## src/shared/blf_pkg.sv

```systemverilog
// Package of constants and types for the basic logic function unit
package blf_pkg;
    localparam int unsigned N_IN      = 4;      // Inputs per AND, NAND, OR and NOR block
    localparam int unsigned N_XOR     = 2;      // Inputs of the exclusive-or block
    localparam logic [3:0]  CONN_RST  = 4'h0;   // Reset value: nothing connected
    localparam logic [3:0]  INV_RST   = 4'h0;   // Reset value: no input inverted
    localparam logic [3:0]  HIST_RST  = 4'hf;   // Reset history: all high
    localparam logic        OUT_RST   = 1'h0;   // Reset value of every output
    typedef logic [N_IN-1:0] blf_vec_t;
endpackage

```

## src/shared/blf_hist_if.sv

```systemverilog
// Interface carrying the previous-cycle input history between modules
`timescale 1ns/1ps
interface blf_hist_if;
    logic                 cyc;      // Program cycle strobe
    blf_pkg::blf_vec_t    and_cur;  // Current effective inputs of edge AND
    blf_pkg::blf_vec_t    nand_cur; // Current effective inputs of edge NAND
    blf_pkg::blf_vec_t    and_prev; // Stored inputs from the last cycle
    blf_pkg::blf_vec_t    nand_prev;
    modport store (input cyc, input and_cur, input nand_cur, output and_prev, output nand_prev);
    modport user  (output cyc, output and_cur, output nand_cur, input and_prev, input nand_prev);
endinterface

```

## src/rtl/blf_hist.sv

```systemverilog
// Storage of the previous program cycle inputs for the edge blocks
`timescale 1ns/1ps
module blf_hist (
    input  wire logic clk_sys_i,
    input  wire logic rst_i,
    blf_hist_if.store hist
);
    blf_pkg::blf_vec_t and_q;
    blf_pkg::blf_vec_t and_d;
    blf_pkg::blf_vec_t nand_q;
    blf_pkg::blf_vec_t nand_d;

    // Capture only on the strobe so history spans whole program cycles
    always_comb begin
        and_d  = hist.cyc ? hist.and_cur : and_q;
        nand_d = hist.cyc ? hist.nand_cur : nand_q;
    end

    // History set to all high at reset: no edge is seen until a low appears
    always_ff @(posedge clk_sys_i) begin
        if (rst_i) begin
            and_q  <= blf_pkg::HIST_RST;
            nand_q <= blf_pkg::HIST_RST;
        end else begin
            and_q  <= and_d;
            nand_q <= nand_d;
        end
    end

    assign hist.and_prev  = and_q;
    assign hist.nand_prev = nand_q;
endmodule

```

## src/rtl/blf_unit.sv

```systemverilog
// Basic Boolean function blocks evaluated once per program cycle
`timescale 1ns/1ps
module blf_unit (
    input  wire logic       clk_sys_i,
    input  wire logic       rst_i,
    input  wire logic       cyc_i,        // One-clock program cycle strobe
    input  wire logic [3:0] and_in_i,
    input  wire logic [3:0] and_conn_i,   // High where an input is connected
    input  wire logic [3:0] and_inv_i,    // High where an input is inverted
    input  wire logic [3:0] andr_in_i,
    input  wire logic [3:0] andr_conn_i,
    input  wire logic [3:0] andr_inv_i,
    input  wire logic [3:0] nand_in_i,
    input  wire logic [3:0] nand_conn_i,
    input  wire logic [3:0] nand_inv_i,
    input  wire logic [3:0] nandr_in_i,
    input  wire logic [3:0] nandr_conn_i,
    input  wire logic [3:0] nandr_inv_i,
    input  wire logic [3:0] or_in_i,
    input  wire logic [3:0] or_conn_i,
    input  wire logic [3:0] or_inv_i,
    input  wire logic [3:0] nor_in_i,
    input  wire logic [3:0] nor_conn_i,
    input  wire logic [3:0] nor_inv_i,
    input  wire logic [1:0] xor_in_i,
    input  wire logic [1:0] xor_conn_i,
    input  wire logic [1:0] xor_inv_i,
    input  wire logic       not_in_i,
    input  wire logic       not_inv_i,
    output logic            and_o,
    output logic            andr_o,
    output logic            nand_o,
    output logic            nandr_o,
    output logic            or_o,
    output logic            nor_o,
    output logic            xor_o,
    output logic            not_o
);
    blf_hist_if hist ();
    blf_pkg::blf_vec_t e_and;
    blf_pkg::blf_vec_t e_andr;
    blf_pkg::blf_vec_t e_nand;
    blf_pkg::blf_vec_t e_nandr;
    blf_pkg::blf_vec_t e_or;
    blf_pkg::blf_vec_t e_nor;
    logic [1:0]        e_xor;
    logic              e_not;
    // Registered outputs and their next values
    logic              and_q;
    logic              andr_q;
    logic              nand_q;
    logic              nandr_q;
    logic              or_q;
    logic              nor_q;
    logic              xor_q;
    logic              not_q;
    logic              and_d;
    logic              andr_d;
    logic              nand_d;
    logic              nandr_d;
    logic              or_d;
    logic              nor_d;
    logic              xor_d;
    logic              not_d;

    // Per input: invert first, then substitute the idle level when unconnected
    // Inversion on an open input has no effect, since the idle level replaces it
    genvar g;
    generate
        for (g = 0; g < blf_pkg::N_IN; g++) begin : g_in
            assign e_and[g]   = and_conn_i[g]   ? (and_in_i[g] ^ and_inv_i[g])     : 1'h1;
            assign e_andr[g]  = andr_conn_i[g]  ? (andr_in_i[g] ^ andr_inv_i[g])   : 1'h1;
            assign e_nand[g]  = nand_conn_i[g]  ? (nand_in_i[g] ^ nand_inv_i[g])   : 1'h1;
            assign e_nandr[g] = nandr_conn_i[g] ? (nandr_in_i[g] ^ nandr_inv_i[g]) : 1'h1;
            assign e_or[g]    = or_conn_i[g]    ? (or_in_i[g] ^ or_inv_i[g])       : 1'h0;
            assign e_nor[g]   = nor_conn_i[g]   ? (nor_in_i[g] ^ nor_inv_i[g])     : 1'h0;
        end
        // The exclusive-or shares the low idle level of OR and NOR
        for (g = 0; g < blf_pkg::N_XOR; g++) begin : g_xor
            assign e_xor[g] = xor_conn_i[g] ? (xor_in_i[g] ^ xor_inv_i[g]) : 1'h0;
        end
    endgenerate
    assign e_not = not_in_i ^ not_inv_i;

    // History of the edge blocks lives in its own module
    // Kept apart so the per-cycle state is reset and checked on its own
    assign hist.cyc      = cyc_i;
    assign hist.and_cur  = e_andr;
    assign hist.nand_cur = e_nandr;
    blf_hist u_hist (
        .clk_sys_i (clk_sys_i),
        .rst_i     (rst_i),
        .hist      (hist.store)
    );

    // Next outputs; held between strobes so every block changes once per cycle
    always_comb begin
        and_d   = and_q;
        andr_d  = andr_q;
        nand_d  = nand_q;
        nandr_d = nandr_q;
        or_d    = or_q;
        nor_d   = nor_q;
        xor_d   = xor_q;
        not_d   = not_q;
        // An edge pulse lasts one program cycle, not one clock
        if (cyc_i) begin
            and_d   = &e_and;
            // Edge needs a low last cycle, so a pulse can never repeat back to back
            andr_d  = (&e_andr) & ~(&hist.and_prev);
            nand_d  = ~(&e_nand);
            nandr_d = ~(&e_nandr) & (&hist.nand_prev);
            or_d    = |e_or;
            nor_d   = ~(|e_nor);
            xor_d   = e_xor[0] ^ e_xor[1];
            not_d   = ~e_not;
        end
    end

    // Output registers; reset drives all low
    // NAND, NOR and NOT therefore read low until the first strobe
    always_ff @(posedge clk_sys_i) begin
        if (rst_i) begin
            and_q   <= blf_pkg::OUT_RST;
            andr_q  <= blf_pkg::OUT_RST;
            nand_q  <= blf_pkg::OUT_RST;
            nandr_q <= blf_pkg::OUT_RST;
            or_q    <= blf_pkg::OUT_RST;
            nor_q   <= blf_pkg::OUT_RST;
            xor_q   <= blf_pkg::OUT_RST;
            not_q   <= blf_pkg::OUT_RST;
        end else begin
            and_q   <= and_d;
            andr_q  <= andr_d;
            nand_q  <= nand_d;
            nandr_q <= nandr_d;
            or_q    <= or_d;
            nor_q   <= nor_d;
            xor_q   <= xor_d;
            not_q   <= not_d;
        end
    end

    // Outputs come straight from the registers
    assign and_o   = and_q;
    assign andr_o  = andr_q;
    assign nand_o  = nand_q;
    assign nandr_o = nandr_q;
    assign or_o    = or_q;
    assign nor_o   = nor_q;
    assign xor_o   = xor_q;
    assign not_o   = not_q;
endmodule

```

## config.mk

```make
export PLATFORM = sky130hd
export DESIGN_NAME = blf_unit
export DESIGN_NICKNAME = d
export VERILOG_FILES = /design/src/shared/blf_pkg.sv /design/src/shared/blf_hist_if.sv /design/src/rtl/blf_hist.sv /design/src/rtl/blf_unit.sv
export SDC_FILE = /design/constraint.sdc
export NUM_CORES = 1
export LEC_CHECK = 0
export ABC_AREA = 1
export BUFFER_PORTS_ARGS = -buffer_cell sky130_fd_sc_hd__buf_4
export CORE_AREA = 5 5 60 62
export CTS_CLUSTER_SIZE = 20
export DETAILED_ROUTE_END_ITERATION = 10
export DIE_AREA = 0 0 65 67
export HOLD_SLACK_MARGIN = 0.03
export PLACE_DENSITY = 0.81
export SLEW_MARGIN = 20
export SYNTH_ARGS = -nofsm -noshare
export SYNTH_HDL_FRONTEND = slang
export SYNTH_SLANG_ARGS = --single-unit
```

## constraint.sdc

```tcl
create_clock -name clk_sys_i -period 1 [get_ports clk_sys_i]
set_input_delay 0.05 -clock clk_sys_i [delete_from_list [all_inputs] [get_ports clk_sys_i]]
set_output_delay 0.05 -clock clk_sys_i [all_outputs]
set_load 0.005 [all_outputs]
```

==> out/qor_table.md, run 1 <==
| Step | Quantity | Reported |
| --- | --- | --- |
| sta | Minimum period implied by the final worst setup slack | 0.876 ns |
| sta | Final Max Tran Viols | 0 |
| sta | Setup repair after global routing missed its margin | no |
| synth | Dominant register cell in the synthesized netlist | sky130_fd_sc_hd__dfxtp_1 |
| power and ir drop | Worst supply voltage drop on vdd | 0.469 mV |
| power and ir drop | Leak | 1.02 nW |
| critical path | Endpoint arrival time on the critical path | 1.09 ns |
| synth | Area share of the largest cell type after synthesis | 29.7% |
| critical path | Largest fanout on the critical path | 13 |
| min path | Kind of path behind the tightest hold check | input pin to flop |
| critical path | Critical register-to-register path startpoint | u_hist.hist.and_prev[1] |
| critical path | Worst setup EP type | flop |
| synth | Largest area contributor in the netlist | sky130_fd_sc_hd__dfxtp_1 |
| synth | Total of flip-flops plus latches after synthesis | 16 |
| min path | Min-delay src | andr_conn_i[1] |
| synth | Count of unique library cells instantiated by Yosys | 21 |
| critical path | Required time reported for the critical path endpoint | 1.22 ns |
| routing | Post-detailed-routing wire length | 3.02 mm |
| placement | IO buf count | 90 |
| synth | Yosys warning count | 0 |
| cts | Buffer depth of the longest clock path | 2 |
| global routing | Via count of the first global-routing pass | 1380 |
| synth | Cell area after technology mapping | 0.00108 mm^2 |
| power and ir drop | Cell Pwr Density | 937 mW/mm^2 |
| floorplan | FP Rows | 20 |
| critical path | Critical path class | input pin to flop |
| global routing | Initial antenna violation count | 0 |
| routing | Vias after detailed routing | 1391 |
| floorplan | Top-level port count | 91 |
| layout | Layout cells sized above 1 | 36.1% |
| sta | Slew of the pin with the lowest slew margin | 0.229 ns |
| sta | FMAX | 1.14 GHz |
| floorplan | Overall die area | 0.00436 mm^2 |
| sta | Number of hold-slack violations in the final timing report | 0 |
| sta | Ratio of final minimum period to clock period | 87.6% |
| layout | NumNets Final | 358 |
| synth | Leading post-synthesis cells by instance count | sky130_fd_sc_hd__nand2_1 (68), sky130_fd_sc_hd__nor2_1 (23), sky130_fd_sc_hd__inv_1 (19), sky130_fd_sc_hd__dfxtp_1 (16), sky130_fd_sc_hd__a21oi_1 (11) |
| global routing | Maximum number of pins on one net before global-route repair | 20 |
| cts | Worst-skew pair later-pin latency | 0.28 ns |
| synth | Ranking of synthesized cells by area | sky130_fd_sc_hd__dfxtp_1 (30%), sky130_fd_sc_hd__nand2_1 (24%), sky130_fd_sc_hd__nor2_1 (8.0%) |
| routing | Wirelength per Cell | 9.82 um |
| synth | Dominant cell by count in the synthesized netlist | sky130_fd_sc_hd__nand2_1 |
| power and ir drop | Sum of internal, switching and leakage power | 1.70 mW |
| synth | Post-synthesis sequential area ratio | 29.7% |
| sta | Max-slew headroom | 84.7% |
| synth | Post-synth EDFFs | 0 |
| routing | Remaining design rule violation count | 0 |
| cts | CTS clk-pin slew, worst paths | 0.09 ns |
| critical path | Reg-to-reg setup timing slack | 0.23 ns |
| sta | Final setup violating endpoints | 0 |
| floorplan | Area inside the core boundary | 0.00298 mm^2 |
| synth | Number of nets produced by synthesis | 266 |
| global routing | Grt total ovfl | 0 |
| placement | Final Wtd Congestion | 0.712 |
| routing | Antenna Nets Post-Route | 0 |
| cts | Number of buffers created by CTS | 3 |
| min path | Hold-critical path depth | 4 |
| critical path | Critical path launch point type | input pin |
| floorplan | Die X-Extent | 65 um |
| floorplan | Chip Height | 67 um |
| critical path | Worst setup path startpoint | rst_i |
| routing | Via density per instance | 4.53 |
| layout | Layout fillers | 284 |
| layout | Layout Area Growth over Synthesis | 67.9% |
| synth | Avg Inst Size Synth | 5.89 um^2 |
| synth | Synth Instances | 183 |
| global routing | Aggregate global-route resource usage | 14.3% |
| cts | CTS tree | yes |
| floorplan | Initial core utilization | 36.2% |
| run | Number of maximum-capacitance constraint violations | 0 |
| sta | Post-route clock skew | 0.00522 ns |
| cts | Sink Count | 16 |
| cts | Maximum level of the CTS H-tree | 1 |
| layout | Fraction of the core area covered by cells at the end of the flow | 60.8% |
| critical path | Register-to-Register Path Depth | 5 |
| layout | Antenna fix cells | 0 |
| synth | Fraction of synthesis flops using an asynchronous set or reset pin | 0% |
| routing | Number of detailed-route iterations in the first pass | 3 |
| sta | Setup TNS | 0 ns |
| outcome | Run status | finished, final reports clean |
| placement | DP HPWL | 2.63 mm |
| cts | Root cell of the clock tree | sky130_fd_sc_hd__clkbuf_4 |
| routing | Number of violations reported at the end of detailed-routing iteration 0 | 36 |
| global routing | Global-route wire length before repair | 5.04 mm |
| sta | Final hold slack | 0.0610 ns |
-- per-stage QoR --
| stage | std cells | setup slack, ns | cell area (um^2) |
|---|---|---|---|
| after global routing | 307 | 0.0670 | 1810 |
| after CTS | 307 | 0.131 | 1810 |
| after detailed placement | 302 | 0.201 | 1760 |
| after floorplan | 183 | 0.280 | 1080 |
| final | 307 | 0.124 | 1810 |
| after global placement | 302 | 0.223 | 1760 |
-- metal layers --
metal | track usage (%) | routed length, um | vias to the layer above
met2 | 29.0 | 1620 | 49
li1 | - | - | 748
met1 | 13.2 | 1050 | 592
met5 | 0 | 0 | -
met3 | 5.56 | 330 | 2
met4 | 3.43 | 20 | 0
-- flip-flops by register name (all words and copies together), names as in the netlist --
| signal | cells |
|---|---|
| nor_o | 1 |
| not_o | 1 |
| or_o | 1 |
| nand_o | 1 |
| and_o | 1 |
| nandr_o | 1 |
| andr_o | 1 |
| xor_o | 1 |
| u_hist.hist.nand_prev | 4 |
| u_hist.hist.and_prev | 4 |
-- cells in the final DEF, fill, tap and decap left out --
cell type | synthesis | layout
sky130_fd_sc_hd__or2_1 | 3 | 3
sky130_fd_sc_hd__o21ai_0 | 3 | 3
sky130_fd_sc_hd__inv_2 | 2 | 2
sky130_fd_sc_hd__dlygate4sd3_1 | 0 | 1
sky130_fd_sc_hd__clkbuf_4 | 0 | 3
sky130_fd_sc_hd__nand3_1 | 10 | 10
sky130_fd_sc_hd__nor2_1 | 23 | 23
sky130_fd_sc_hd__o22ai_1 | 2 | 2
sky130_fd_sc_hd__o21ai_1 | 8 | 8
sky130_fd_sc_hd__dfxtp_1 | 16 | 16
sky130_fd_sc_hd__nor3_1 | 1 | 1
sky130_fd_sc_hd__a21oi_2 | 1 | 1
sky130_fd_sc_hd__nand2_2 | 1 | 1
sky130_fd_sc_hd__buf_4 | 2 | 90
sky130_fd_sc_hd__a21boi_1 | 1 | 1
sky130_fd_sc_hd__nand3_2 | 1 | 1
sky130_fd_sc_hd__xnor2_1 | 8 | 8
sky130_fd_sc_hd__nand2_1 | 68 | 68
sky130_fd_sc_hd__nand4_1 | 1 | 1
sky130_fd_sc_hd__a21oi_1 | 11 | 11
sky130_fd_sc_hd__inv_1 | 19 | 19
sky130_fd_sc_hd__clkbuf_8 | 0 | 1
-- layout make-up --
| type | instances | area (um^2) | area share (%) |
|---|---|---|---|
| well taps | 33 | 41.3 | 2.28 |
| clock buffers | 4 | 36.3 | 2.01 |
| multi-input cells | 142 | 647 | 35.8 |
| flip-flops and latches | 16 | 320 | 17.7 |
| inverters | 21 | 78.8 | 4.36 |
| repair buffers | 91 | 686 | 37.9 |
-- repair_timing --
action | CTS | global route
hold endpoints to repair | 1 | 0
resized for setup | 0 | 0
buffers inserted | 0 | 0
hold buffers | 1 | 0
-- power breakdown --
part	leakage, nW	switching, mW	internal, mW
clock network	0.0210	0.196	0.221
logic	0.863	0.223	0.350
registers	0.133	0.0220	0.683
total	1.02	0.441	1.25
-- path summary, 6_finish.rpt --
| check | end |
|---|---|
| max reg2reg | andr_o |
| min reg2reg | u_hist.hist.and_prev[0] |
| min | u_hist.hist.and_prev[1] |
| max | nand_o |
-- cell families after synthesis --
family,Yosys count,share of synthesized area (%)
XOR/XNOR,8,6.50
AO/OA/AOI/OAI,26,12.9
buffers and inverters,25,10.2
AND/OR/NAND/NOR,108,40.7
flip-flops,16,29.7
-- critical path: stages --
cell and delay [ns]:
sky130_fd_sc_hd__dlygate4sd3_1 0.54, sky130_fd_sc_hd__buf_4 0.19, sky130_fd_sc_hd__inv_1 0.11, sky130_fd_sc_hd__o21ai_0 0.09, sky130_fd_sc_hd__a21oi_1 0.11
Note: power is estimated with default switching activity, not from simulation.
==> run 2: changes to the inputs <==
--- a/config.mk
+++ b/config.mk
@@ -13,6 +13,7 @@
 export DIE_AREA = 0 0 65 67
 export HOLD_SLACK_MARGIN = 0.03
 export PLACE_DENSITY = 0.81
+export REMOVE_ABC_BUFFERS = 1
 export SLEW_MARGIN = 20
 export SYNTH_ARGS = -nofsm -noshare
 export SYNTH_HDL_FRONTEND = slang
==> run 2 against run 1 <==
  * First-iteration DRC count up 69%
  * Sequential power about the same
  * Clock skew down 0.0018 ns
  * Via count up 0.22%
  * Final cell count unchanged
  * Count of clock-buffer cells in the layout unchanged
  * Clock power about the same
  * Fmax down 1.1%
  * Critical path type unchanged
  * Critical endpoint unchanged
  * Largest cell class unchanged
==> out/qor_table.md, run 2 (synthesized netlist as in run 1, its figures left out) <==
| Step | Quantity | Reported |
| --- | --- | --- |
| routing | M1 WL | 1.13 mm |
| layout | NumNets Final | 358 |
| cts | CTS tree | yes |
| outcome | Run status | finished, final reports clean |
| routing | Number of violations reported at the end of detailed-routing iteration 0 | 61 |
| routing | Remaining design rule violation count | 0 |
| power and ir drop | Cell Pwr Density | 936 mW/mm^2 |
| cts | Worst-skew pair later-pin latency | 0.28 ns |
| global routing | Grt total ovfl | 0 |
| cts | Sink Count | 16 |
| floorplan | Chip Height | 67 um |
| global routing | Maximum number of pins on one net before global-route repair | 20 |
| critical path | Largest fanout on the critical path | 13 |
| sta | Slew of the pin with the lowest slew margin | 0.215 ns |
| layout | Layout cells sized above 1 | 36.1% |
| placement | DP HPWL | 2.57 mm |
| min path | Destination of the worst hold path | u_hist.hist.and_prev[1] |
| routing | Wire length on met3 | 295 um |
| floorplan | Initial core utilization | 36.2% |
| cts | Setup Buffers After CTS | 0 |
| routing | Highest metal layer used by the detailed router | met3 |
| routing | Vias after detailed routing | 1394 |
| cts | Buffer depth of the longest clock path | 2 |
| routing | Via density per instance | 4.54 |
| sta | FMAX | 1.13 GHz |
| min path | Min-delay src | andr_conn_i[1] |
| layout | Layout Area Growth over Synthesis | 67.9% |
| sta | Number of hold-slack violations in the final timing report | 0 |
| critical path | Endpoint of the worst-slack reg-to-reg timing path | andr_o |
| critical path | Endpoint arrival time on the critical path | 1.10 ns |
| min path | Kind of path behind the tightest hold check | input pin to flop |
| critical path | Required time reported for the critical path endpoint | 1.21 ns |
| critical path | Worst setup EP type | flop |
| placement | IO buf count | 90 |
| layout | Antenna fix cells | 0 |
| run | Number of maximum-capacitance constraint violations | 0 |
| floorplan | FP Rows | 20 |
| cts | Maximum level of the CTS H-tree | 1 |
| critical path | Critical register-to-register path startpoint | u_hist.hist.and_prev[0] |
| global routing | Aggregate global-route resource usage | 14.2% |
| sta | Final setup violating endpoints | 0 |
| sta | Final hold slack | 0.0649 ns |
| routing | Wirelength per Cell | 9.51 um |
| min path | Hold-critical path depth | 4 |
| floorplan | Area inside the core boundary | 0.00298 mm^2 |
| power and ir drop | Leak | 1.02 nW |
| sta | Setup repair after global routing missed its margin | no |
| cts | CTS clk-pin slew, worst paths | 0.09 ns |
| routing | Number of detailed-route iterations in the first pass | 4 |
| global routing | Global-route wire length before repair | 5.11 mm |
| sta | Final Max Tran Viols | 0 |
| sta | Post-route clock skew | 0.00344 ns |
| floorplan | Top-level port count | 91 |
| placement | Final Wtd Congestion | 0.717 |
| cts | Root cell of the clock tree | sky130_fd_sc_hd__clkbuf_4 |
| global routing | Via count of the first global-routing pass | 1376 |
| power and ir drop | Worst supply voltage drop on vdd | 0.791 mV |
| critical path | Reg-to-reg setup timing slack | 0.21 ns |
| floorplan | Die X-Extent | 65 um |
| layout | Most common library cell in the layout ignoring fill and taps | sky130_fd_sc_hd__buf_4 |
| critical path | Critical path launch point type | input pin |
| routing | Antenna Nets Post-Route | 0 |
| layout | Leading cell types in the layout, fill and taps excluded | sky130_fd_sc_hd__buf_4 (90), sky130_fd_sc_hd__nand2_1 (68), sky130_fd_sc_hd__nor2_1 (23) |
| floorplan | Overall die area | 0.00436 mm^2 |
| global routing | Initial antenna violation count | 0 |
| routing | Post-detailed-routing wire length | 2.92 mm |
| critical path | Critical path class | input pin to flop |
| sta | Setup TNS | 0 ns |
| critical path | Register-to-Register Path Depth | 5 |
| cts | Number of buffers created by CTS | 3 |
| sta | Ratio of final minimum period to clock period | 88.6% |
| sta | Minimum period implied by the final worst setup slack | 0.886 ns |
| sta | Max-slew headroom | 85.6% |
| routing | Routed length on met2 | 1.49 mm |
==> run 2: cell counts in the layout (fill, tap and decap cells not counted) <==
No cell type changed its count.
==> run 2: final cells by class <==
class	count	area, um^2
fill	276	1170
timing repair buffer	91	686
multi-input combinational	142	647
sequential	16	320
inverter	21	78.8
tap	33	41.3
clock buffer	4	36.3
==> run 2: routing by layer <==
| layer | vias up | GRT usage (%) |
|---|---|---|
| met4 | 0 | 0.792 |
| met2 | 52 | 27.5 |
| met3 | 0 | 4.38 |
| met5 | - | 0 |
| met1 | 591 | 15.8 |
| li1 | 751 | - |
==> run 2: per-stage QoR <==
| stage | std cells | util [%] | setup WS, ns | area [um^2] | power (mW) |
|---|---|---|---|---|---|
| 6_report | 307 | 60.8 | 0.114 | 1810 | 1.69 |
| 5_1_grt | 307 | 60.8 | 0.0443 | 1810 | 1.83 |
| 4_1_cts | 307 | 60.8 | 0.145 | 1810 | 1.72 |
| 3_5_place_dp | 302 | 59.2 | 0.207 | 1760 | 1.29 |
| 3_3_place_gp | 302 | 59.2 | 0.224 | 1760 | 1.28 |
| 2_1_floorplan | 179 | - | 0.280 | 1050 | 0.942 |
==> run 2: worst max-delay path by stage <==
| stage | from | end | cells past startpoint |
|---|---|---|---|
| after floorplan | u_hist.hist.and_prev[1] | andr_o | 5 |
| after global placement | or_inv_i[2] | or_o | 6 |
| after detailed placement | nor_inv_i[3] | nor_o | 7 |
| after CTS | rst_i | nand_o | 5 |
| after global routing | rst_i | nand_o | 5 |
| final | rst_i | nand_o | 5 |
==> run 2: where the power goes <==
group | internal, mW | total (mW) | switching, mW
registers | 0.683 | 0.706 | 0.0226
logic | 0.350 | 0.570 | 0.220
clock network | 0.221 | 0.417 | 0.196
total | 1.25 | 1.69 | 0.439
==> run 2: what timing repair did <==
item	CTS	global route
endpoints found under the hold margin	2	0
hold buffers	1	0
resized for setup	0	0
==> run 2: worst max-delay path: stages <==
cell,delay [ns]
sky130_fd_sc_hd__dlygate4sd3_1,0.55
sky130_fd_sc_hd__buf_4,0.19
sky130_fd_sc_hd__inv_1,0.10
sky130_fd_sc_hd__o21ai_0,0.09
sky130_fd_sc_hd__a21oi_1,0.12
==> run 3: changes to the inputs <==
--- a/config.mk
+++ b/config.mk
@@ -7,12 +7,12 @@
 export LEC_CHECK = 0
 export ABC_AREA = 1
 export BUFFER_PORTS_ARGS = -buffer_cell sky130_fd_sc_hd__buf_4
-export CORE_AREA = 5 5 60 62
+export CORE_AREA = 5 5 63 65
 export CTS_CLUSTER_SIZE = 20
 export DETAILED_ROUTE_END_ITERATION = 10
-export DIE_AREA = 0 0 65 67
+export DIE_AREA = 0 0 68 70
 export HOLD_SLACK_MARGIN = 0.03
-export PLACE_DENSITY = 0.81
+export PLACE_DENSITY = 0.77
 export REMOVE_ABC_BUFFERS = 1
 export SLEW_MARGIN = 20
 export SYNTH_ARGS = -nofsm -noshare
==> constraint.sdc (replaced) <==
create_clock -name clk_sys_i -period 0.8 [get_ports clk_sys_i]
set_input_delay 0.04 -clock clk_sys_i [delete_from_list [all_inputs] [get_ports clk_sys_i]]
set_output_delay 0.04 -clock clk_sys_i [all_outputs]
set_load 0.005 [all_outputs]
==> run 3 against run 2 <==
  * Global-route usage shrank 1.5 points
  * Final cell count grew 4.6%
  * Non-clock buffer count grew 1
  * Critical path type is now flop to flop
  * Highest routed layer is now met4
  * Hold slack lost 0.021 ns
==> out/qor_table.md, run 3 (synthesized netlist as in run 1, its figures left out) <==
| Step | Quantity | Reported |
| --- | --- | --- |
| global routing | Grt total ovfl | 0 |
| power and ir drop | Switching component of the power | 0.563 mW |
| power and ir drop | Part of the power in registers | 41.5% |
| sta | Post-layout worst setup margin | 0.0119 ns |
| routing | Post-detailed-routing wire length | 3.08 mm |
| routing | Wirelength per Cell | 9.59 um |
| global routing | Global-route wire length before repair | 4.90 mm |
| floorplan | Area inside the core boundary | 0.00328 mm^2 |
| layout | Area used by sequential logic in the layout | 337 um^2 |
| placement | Pre-CTS setup slack | 0.00607 ns |
| routing | Vias after detailed routing | 1372 |
| placement | Final Wtd Congestion | 0.685 |
| sta | Setup TNS | 0 ns |
| sta | Post-route clock skew | 0.00337 ns |
| sta | Final Max Tran Viols | 0 |
| power and ir drop | Internal power of the cells | 1.60 mW |
| cts | CTS tree | yes |
| routing | Remaining design rule violation count | 0 |
| routing | Antenna Nets Post-Route | 0 |
| global routing | Maximum number of pins on one net before global-route repair | 17 |
| cts | CTS clk-pin slew, worst paths | 0.10 ns |
| layout | Leading cell types in the layout, fill and taps excluded | sky130_fd_sc_hd__buf_4 (84), sky130_fd_sc_hd__nand2_1 (68), sky130_fd_sc_hd__nor2_1 (23) |
| floorplan | Overall die area | 0.00476 mm^2 |
| critical path | Largest fanout on the critical path | 2 |
| power and ir drop | Worst supply voltage drop on vdd | 0.599 mV |
| placement | DP HPWL | 2.63 mm |
| sta | Slew of the pin with the lowest slew margin | 0.239 ns |
| sta | Minimum period implied by the final worst setup slack | 0.788 ns |
| floorplan | Top-level port count | 91 |
| layout | Most common library cell in the layout ignoring fill and taps | sky130_fd_sc_hd__buf_4 |
| cts | Sink Count | 16 |
| floorplan | Chip Height | 70 um |
| sta | Number of hold-slack violations in the final timing report | 0 |
| critical path | Critical path launch point type | flop |
| layout | Antenna fix cells | 0 |
| sta | Max-slew headroom | 84.1% |
| routing | Via density per instance | 4.27 |
| cts | Number of buffers created by CTS | 3 |
| sta | Setup repair after global routing missed its margin | yes |
| cts | Maximum level of the CTS H-tree | 1 |
| layout | Footprint of the multi-input gates | 647 um^2 |
| critical path | Required time reported for the critical path endpoint | 1.02 ns |
| layout | Layout fillers | 346 |
| critical path | Endpoint arrival time on the critical path | 1.01 ns |
| power and ir drop | Proportion of power drawn by combinational gates | 33.9% |
| global routing | Initial antenna violation count | 0 |
| layout | Layout Area Growth over Synthesis | 74.1% |
| sta | Final setup violating endpoints | 0 |
| layout | Layout cells sized above 1 | 41.1% |
| routing | Number of detailed-route iterations in the first pass | 4 |
| critical path | Worst setup EP type | flop |
| global routing | Aggregate global-route resource usage | 12.7% |
| routing | Number of violations reported at the end of detailed-routing iteration 0 | 22 |
| cts | Root cell of the clock tree | sky130_fd_sc_hd__clkbuf_4 |
| cts | Buffer depth of the longest clock path | 2 |
| floorplan | FP Rows | 21 |
| power and ir drop | Leak | 1.03 nW |
| floorplan | Die X-Extent | 68 um |
| sta | Ratio of final minimum period to clock period | 98.5% |
| cts | Worst-skew pair later-pin latency | 0.28 ns |
| power and ir drop | Switching part of the total | 26.1% |
| min path | Kind of path behind the tightest hold check | input pin to flop |
| floorplan | Initial core utilization | 32.8% |
| power and ir drop | Cell Pwr Density | 1150 mW/mm^2 |
| global routing | Via count of the first global-routing pass | 1242 |
| placement | IO buf count | 90 |
| outcome | Run status | finished, final reports clean |
| power and ir drop | Portion of total power attributed to the clock network | 24.6% |
| critical path | Critical path class | flop to flop |
| sta | FMAX | 1.27 GHz |
| run | Number of maximum-capacitance constraint violations | 0 |
| layout | NumNets Final | 359 |
| layout | Fraction of the core area covered by cells at the end of the flow | 57.1% |
## run 3: cell types whose count changed in the layout (fill, tap and decap cells not counted), sizes merged
cell,delta
buf,+1
## run 3: critical path, cell delays in order (launching register included)
cell and delay, ns:
sky130_fd_sc_hd__dfxtp_2 0.33, sky130_fd_sc_hd__nand4_1 0.08, sky130_fd_sc_hd__nand2_1 0.06, sky130_fd_sc_hd__nor2_1 0.09, sky130_fd_sc_hd__nand2_1 0.07, sky130_fd_sc_hd__a21oi_2 0.10
## run 3: final timing paths
| check | start | endpoint | slack [ns] | cells past startpoint |
|---|---|---|---|---|
| hold / removal | rst_i | u_hist.hist.nand_prev[2] | 0.04 | 3 |
| setup reg to reg | u_hist.hist.and_prev[1] | andr_o | 0.01 | 5 |
| setup / recovery | u_hist.hist.and_prev[1] | andr_o | 0.01 | 5 |
| hold reg to reg | u_hist.hist.nand_prev[1] | u_hist.hist.nand_prev[1] | 0.47 | 2 |
## run 3: layout make-up
type	instances	area share, %
repair buffers	92	38.4
multi-input cells	142	34.5
flip-flops and latches	16	17.9
inverters	21	4.20
well taps	46	3.07
clock buffers	4	1.93
## run 3: stage by stage
stage | cell area [um^2] | hold slack (ns) | total power, mW | std cells
final | 1880 | 0.0442 | 2.16 | 321
after global routing | 1880 | 0.0508 | 2.32 | 321
after CTS | 1840 | 0.0387 | 2.17 | 321
after detailed placement | 1790 | 0.312 | 1.62 | 316
after global placement | 1790 | 0.305 | 1.61 | 316
after floorplan | 1050 | 0.102 | 1.18 | 179
## run 3: power by group through the flow
stage,sequential [mW],clock [mW],combinational [mW]
after floorplan,0.899,0,0.279
after CTS,0.884,0.557,0.729
final,0.896,0.531,0.733
after global placement,0.899,0,0.709
after detailed placement,0.899,0,0.723
after global routing,0.903,0.588,0.829
## run 3: metal layers
metal / GRT usage (%) / share of wire [%] / up-vias
li1: - / - / 752
met1: 13.1 / 37 / 566
met5: 0 / 0 / -
met2: 23.8 / 51 / 52
met3: 5.45 / 12 / 2
met4: 1.32 / 0.26 / 0
## run 3: timing repair
item	CTS	global route
setup buffers	0	0
endpoints found under the hold margin	2	0
resized for setup	2	18
hold buffers	1	0
setup endpoints to repair	2	10
pin swaps	1	0
